**config.mk**
```make
export PLATFORM = sky130hd
export DESIGN_NAME = sled_top
export DESIGN_NICKNAME = d
export VERILOG_FILES = /design/src/verilog/sled_pkg.sv /design/src/verilog/sled_bus_if.sv /design/src/verilog/sled_decode.sv /design/src/verilog/sled_top.sv
export SDC_FILE = /design/constraint.sdc
export NUM_CORES = 1
export LEC_CHECK = 0
export ABC_AREA = 1
export BUFFER_PORTS_ARGS = -buffer_cell sky130_fd_sc_hd__buf_2
export CORE_ASPECT_RATIO = 0.75
export CORE_MARGIN = 2
export CORE_UTILIZATION = 40
export DETAILED_ROUTE_END_ITERATION = 8
export PLACE_DENSITY = 0.61
export SYNTH_ARGS = -nofsm -noshare
export SYNTH_HDL_FRONTEND = slang
export SYNTH_SLANG_ARGS = --single-unit
```
**constraint.sdc**
```tcl
create_clock -name clk_sys -period 5 [get_ports clk_sys]
set_input_delay 1.5 -clock clk_sys [delete_from_list [all_inputs] [get_ports clk_sys]]
set_output_delay 1.5 -clock clk_sys [all_outputs]
set_load 0.02 [all_outputs]
```
**src/verilog/sled_pkg.sv**
```systemverilog
// Package with constants for the status indicator controller
package sled_pkg;
	localparam logic [15:0] SLED_ADDR_GREEN_OFF = 16'hfed6;
	localparam logic [15:0] SLED_ADDR_GREEN_ON  = 16'hfed7;
	localparam logic [15:0] SLED_CLAIM_BASE     = 16'hc000;
	localparam logic [15:0] SLED_CLAIM_LAST     = 16'hffff;
	localparam logic [15:0] SLED_ROM_BASE       = 16'hc000;
	localparam logic [15:0] SLED_ROM_LAST       = 16'hfec8;
	localparam int SLED_ROM_BYTES = 16384;
	localparam int SLED_CLK_HZ = 10000000;
	localparam int SLED_FLASH_ON_MS = 200;
	localparam int SLED_FLASH_OFF_MS = 200;
	localparam int SLED_FLASH_ON_CYC = SLED_CLK_HZ / 1000 * SLED_FLASH_ON_MS;
	localparam int SLED_FLASH_OFF_CYC = SLED_CLK_HZ / 1000 * SLED_FLASH_OFF_MS;
	localparam logic [1:0] SLED_FLASH_NONE = 2'h0;
	localparam logic [1:0] SLED_FLASH_ONE  = 2'h1;
	localparam logic [1:0] SLED_FLASH_TWO  = 2'h2;
	localparam logic [1:0] SLED_RESET_FLASHES = 2'h0;
	localparam logic SLED_RESET_GREEN = 1'b0;
endpackage

```
**src/verilog/sled_bus_if.sv**
```systemverilog
// Interface carrying decoded host strobes to the indicator controller
`timescale 1ns/10ps
`default_nettype none
interface sled_bus_if;
	logic rd_strobe;
	logic green_off;
	logic green_on;
	logic rom_sel;
	logic claim;
	modport decoder (output rd_strobe, output green_off, output green_on,
		output rom_sel, output claim);
	modport ctrl (input rd_strobe, input green_off, input green_on,
		input rom_sel, input claim);
endinterface
`default_nettype wire

```
**src/verilog/sled_decode.sv**
```systemverilog
// Host address decoder for the card's claimed window
`timescale 1ns/10ps
`default_nettype none
module sled_decode
	import sled_pkg::*;
(
	input  wire logic        clk_sys,
	input  wire logic        rst,
	input  wire logic [15:0] host_addr,
	input  wire logic        host_rd,
	sled_bus_if.decoder      bus
);
	typedef struct packed {
		logic rd;
	} sled_dec_state_type;
	sled_dec_state_type state;
	sled_dec_state_type next_state;
	logic in_claim;

	always_comb
	begin
		next_state = state;
		next_state.rd = host_rd;
	end

	always_ff @(posedge clk_sys)
	begin
		if (rst)
			state <= '0;
		else
			state <= next_state;
	end

	assign in_claim = host_addr >= SLED_CLAIM_BASE;
	assign bus.claim = in_claim;
	assign bus.rom_sel = host_rd && host_addr >= SLED_ROM_BASE && host_addr <= SLED_ROM_LAST;
	// One pulse per read, at its start
	assign bus.rd_strobe = host_rd && !state.rd;
	assign bus.green_off = bus.rd_strobe && host_addr == SLED_ADDR_GREEN_OFF;
	assign bus.green_on = bus.rd_strobe && host_addr == SLED_ADDR_GREEN_ON;
endmodule
`default_nettype wire

```
**src/verilog/sled_top.sv**
```systemverilog
// Status indicator controller: red activity, green flashes and host control
// Summary of operation
// - Red lights while a memory-card transfer is in progress, dark otherwise.
// - Standard mouse detected at power-up gives exactly one green flash.
// - Wheel mouse detected at power-up gives two green flashes.
// - First host card access turns green on steadily.
// - Byte read of address 65238 switches green off, only after the first card access and the power-up flashes.
// - Byte read of 65239 switches green on, only after the first card access and the power-up flashes.
// - A 16073-byte read-only region C000 to FEC8 holds driver code.
// - 8-bit data, 16-bit address; card claims C000 to FFFF.
`timescale 1ns/10ps
`default_nettype none
module sled_top
	import sled_pkg::*;
#(
	parameter int FLASH_ON_CYC  = SLED_FLASH_ON_CYC,
	parameter int FLASH_OFF_CYC = SLED_FLASH_OFF_CYC
)
(
	input  wire logic        clk_sys,
	input  wire logic        rst,
	input  wire logic [15:0] host_addr,
	input  wire logic        host_rd,
	output logic      [7:0]  host_data,
	output logic             host_data_oe_n,
	output logic      [13:0] rom_addr,
	input  wire logic [7:0]  rom_data,
	input  wire logic        card_busy,
	input  wire logic        card_host_access,
	input  wire logic        mouse_detect_valid,
	input  wire logic        mouse_has_wheel,
	output logic             led_red,
	output logic             led_green
);
	typedef enum logic [3:0] {
		ST_WAIT   = 4'b0001,
		ST_ON     = 4'b0010,
		ST_OFF    = 4'b0100,
		ST_DONE   = 4'b1000
	} sled_phase_type;

	typedef struct packed {
		sled_phase_type phase;
		logic [1:0]     flashes;
		logic [31:0]    count;
		logic           green;
		logic           red;
		logic           accessed;
		logic [7:0]     data;
		logic           oe_n;
		logic           lamp;
	} sled_state_type;

	sled_state_type state;
	sled_state_type next_state;
	sled_bus_if     bus();
	logic [31:0]    on_cycles;
	logic [31:0]    off_cycles;
	logic           timer_end;
	logic [1:0]     detect_flashes;
	logic           ctrl_read;

	sled_decode u_decode (
		.clk_sys   (clk_sys),
		.rst       (rst),
		.host_addr (host_addr),
		.host_rd   (host_rd),
		.bus       (bus)
	);

	assign rom_addr = host_addr[13:0];

	// Period lengths widened once to the counter's width
	assign on_cycles = 32'(FLASH_ON_CYC);
	assign off_cycles = 32'(FLASH_OFF_CYC);
	// Current lit or dark period runs out this cycle
	assign timer_end = state.count <= 32'h1;
	assign detect_flashes = mouse_has_wheel ? SLED_FLASH_TWO : SLED_FLASH_ONE;
	// Host control only once the card has been touched
	assign ctrl_read = state.accessed && bus.rd_strobe && bus.claim;

	always_comb
	begin
		next_state = state;
		next_state.red = card_busy;
		// Data returned only inside the ROM window
		if (bus.rom_sel && bus.claim)
		begin
			next_state.data = rom_data;
			next_state.oe_n = 1'b0;
		end
		else
		begin
			next_state.data = 8'h00;
			next_state.oe_n = 1'b1;
		end
		case (state.phase)
			ST_WAIT:
			begin
				// Mouse report starts the flashes; a card access skips them
				if (mouse_detect_valid)
				begin
					next_state.flashes = detect_flashes;
					next_state.count = on_cycles;
					next_state.phase = ST_ON;
				end
				else if (card_host_access)
				begin
					next_state.phase = ST_DONE;
				end
			end
			ST_ON:
			begin
				if (timer_end)
				begin
					next_state.flashes = state.flashes - 2'h1;
					next_state.count = off_cycles;
					next_state.phase = ST_OFF;
				end
				else
				begin
					next_state.count = state.count - 32'h1;
				end
			end
			ST_OFF:
			begin
				if (timer_end)
				begin
					if (state.flashes != SLED_FLASH_NONE)
					begin
						next_state.count = on_cycles;
						next_state.phase = ST_ON;
					end
					else
					begin
						next_state.phase = ST_DONE;
					end
				end
				else
				begin
					next_state.count = state.count - 32'h1;
				end
			end
			ST_DONE:
			begin
				if (card_host_access && !state.accessed)
				begin
					next_state.accessed = 1'b1;
					next_state.green = 1'b1;
				end
				else if (ctrl_read)
				begin
					case ({bus.green_on, bus.green_off})
						2'b01:
						begin
							next_state.green = 1'b0;
						end
						2'b10:
						begin
							next_state.green = 1'b1;
						end
						default:
						begin
							next_state.green = state.green;
						end
					endcase
				end
			end
			default:
			begin
				next_state.phase = ST_WAIT;
				next_state.flashes = SLED_FLASH_NONE;
				next_state.count = 32'h0;
			end
		endcase
		// Host may touch the card during flashes; remember it
		if (state.phase != ST_DONE && card_host_access)
		begin
			next_state.accessed = 1'b1;
			next_state.green = 1'b1;
		end
		// Flash pattern overrides green until it ends
		case (next_state.phase)
			ST_ON:
			begin
				next_state.lamp = 1'b1;
			end
			ST_DONE:
			begin
				next_state.lamp = next_state.green;
			end
			default:
			begin
				next_state.lamp = 1'b0;
			end
		endcase
	end

	always_ff @(posedge clk_sys)
	begin
		if (rst)
		begin
			state.phase <= ST_WAIT;
			state.flashes <= SLED_RESET_FLASHES;
			state.count <= 32'h0;
			state.green <= SLED_RESET_GREEN;
			state.red <= 1'b0;
			state.accessed <= 1'b0;
			state.data <= 8'h00;
			state.oe_n <= 1'b1;
			state.lamp <= 1'b0;
		end
		else
		begin
			state <= next_state;
		end
	end

	assign host_data = state.data;
	assign host_data_oe_n = state.oe_n;
	assign led_red = state.red;
	assign led_green = state.lamp;
endmodule
`default_nettype wire
```
==> impl_metrics.yaml <==
worst_setup_path:
  crit_type: "primary input to output port"
  slowest_delay_ns: 0.15
  crit_family: "buffers and inverters"
  worst-endpoint-required_ns: 3.50
  critPathSlowestCell: "buf_2"
  cp-end-kind: "output port"
  cp_common_cell: "buf_2"
  startpoint_type: "primary input"
  critPathArrivalTime_ns: 1.76
  cp.buffers_inverters: 2
  path_cells: "buf_2 -> buf_2"
  cp_max_fo: 4
sta:
  finalSetupViolations: 0
  tns_ns: 0
  final_hold_viol_count: 0
  finalWorstSetupSlack_ns: 1.735
  slew_headroom_pct: 43.58
  holdWs_ns: 0.4763
  max_freq_mhz: 306.3
  drv_slew: 0
  tightest_slew_ns: 0.8464
  min_period_ns: 3.265
  finalCritPeriodShare_pct: 65.29
  rsz0062_at_grt: "false"
  clock_skew_ns: 0.01091
power:
  total_power_mw: 1.511
  peakVddDrop_v: 0.0001607
  power_density_mw_per_mm2: 420.0
  power_leakage_nw: 1.779
placed_design:
  dp_hpwl_mm: 5.859
  placed_area_mm2: 0.003501
  portBuffers: 55
  routabilityCongestion: 0.8618
  dp.cells: 622
  pre_cts_slack_ns: 1.730
finish:
  fin_util_pct: 45.25
  drive_above_1_share_pct: 20.00
  antenna_cells: 0
  fin_nets: 559
  syn2layout_area_growth_pct: 8.692
  layoutNonFillerInstCount: 630
  finalInstanceArea_mm2: 0.003598
die:
  die-area_mm2: 0.009028
  core_area_mm2: 0.007953
  die_y_um: 82.79
  fp-row-count: 28
  num_io_pins: 56
  initial_core_util_pct: 41.63
  die_width_um: 109.1
yosys:
  synthArstFlopShare_pct: 0
  synth.distinct_cells: 43
  synth_edf_count: 0
  synth_area_mm2: 0.003311
  ys_ff_latch: 52
  synthDominantCellAreaShare_pct: 31.44
  synthTopCellsByCount: "nor2_1, nand2_1, dfxtp_1, inv_1, a21oi_1"
  synth_area_leaders: "dfxtp_1, nor2_1, nand2_1, inv_1, buf_4"
  yosysMostFrequentCell: "nor2_1"
  syn_avg_cell_area_um2: 6.715
  synth_fp_nets: 528
  synthFlopType: "dfxtp_1"
  synth_top_area_cell: "dfxtp_1"
  syn-instance-count: 493
  yosys_warnings: 0
  ys_seq_area_share_pct: 31.44
global_route:
  grt.overflow.total: 0
  grt_pass1_wl_mm: 13.44
  grt_pass1_vias: 2784
  grt_usage_pct: 19.38
  grt_antenna_before_repair: 0
  grt_max_degree: 42
detailed_routing:
  dr.pass1.iters: 4
  route.vias.total: 2995
  wire_per_inst_um: 12.47
  drtAntennaViolNets: 0
  wl_mm: 7.853
  drc: 0
  viasPerCell: 4.754
  drtIter0Drc: 225
clock_tree:
  cts-root-buf: "clkbuf_8"
  cts.sinks: 52
  cts_hold_buf: 0
  clk_pin_slew_ns: 0.10
  cts_setup_buffers: 0
  clock_path_buffers: 2
  post_cts_resize_count: 0
  cts-buffers-inserted: 5
  cts_tree: "yes"
  cts.htree.levels: 2
  clk_latency_ns: 0.32
outcome:
  status: "complete, no violations"
min_path:
  hold_path.class: "register to register"
flow_run:
  cap_violations: 0
power breakdown:
group          switching, mW  internal (mW)
logic                  0.504          0.263
clock network          0.146          0.112
registers             0.0371          0.449
layout by cell type (no fill, tap or decap), types with 7 or more instances in the layout:
cell and n:
buf_2 55, xor2_1 18, a21oi_1 31, nand4_1 9, nand2_2 8, inv_1 45
nor2_1 108, nand2_1 97, dfxtp_1 52, inv_2 7, nand3_1 28
cell type report:
type	instances	area, um2
Clock buffer	6	82.58
Sequential cell	52	1041
Clock inverter	2	15.01
Multi-Input combinational cell	357	1854
Fill cell	841	4354
Tap cell	105	131.4
Timing Repair Buffer	55	275.3
Inverter	53	198.9
metal layers:
metal | part of all wire [%] | wire, um | GRT usage [%]
met5 | 0 | 0 | 0
met4 | 1.1 | 90 | 5.641
met3 | 3.1 | 241 | 3.513
met2 | 42 | 3277 | 29.01
met1 | 54 | 4244 | 28.28
path summary, 6_finish.rpt:
path,slack [ns],start,cells after the start,endpoint
setup / recovery,1.74,host_addr[0],2,rom_addr[0]
hold / removal,0.48,state[46],2,state[46]
setup reg to reg,2.93,state[13],7,state[17]
hold reg to reg,0.48,state[46],2,state[46]
cells by family after synthesis:
| logic type | count (synthesis) | share of synthesized area, % |
|---|---|---|
| buf+inv | 84 | 12.55 |
| fa+ha+maj | 4 | 1.512 |
| compound gates | 45 | 7.483 |
| flops | 52 | 31.44 |
| simple gates | 286 | 41.19 |
| xor+xnor | 22 | 5.820 |
registers in the layout, indices dropped and copies added, names as in the netlist:
name / cells
host_data_oe_n: 1
u_decode.state: 1
led_red: 1
host_data: 8
led_green: 1
state: 40
Note: power is estimated with default switching activity, not from simulation.
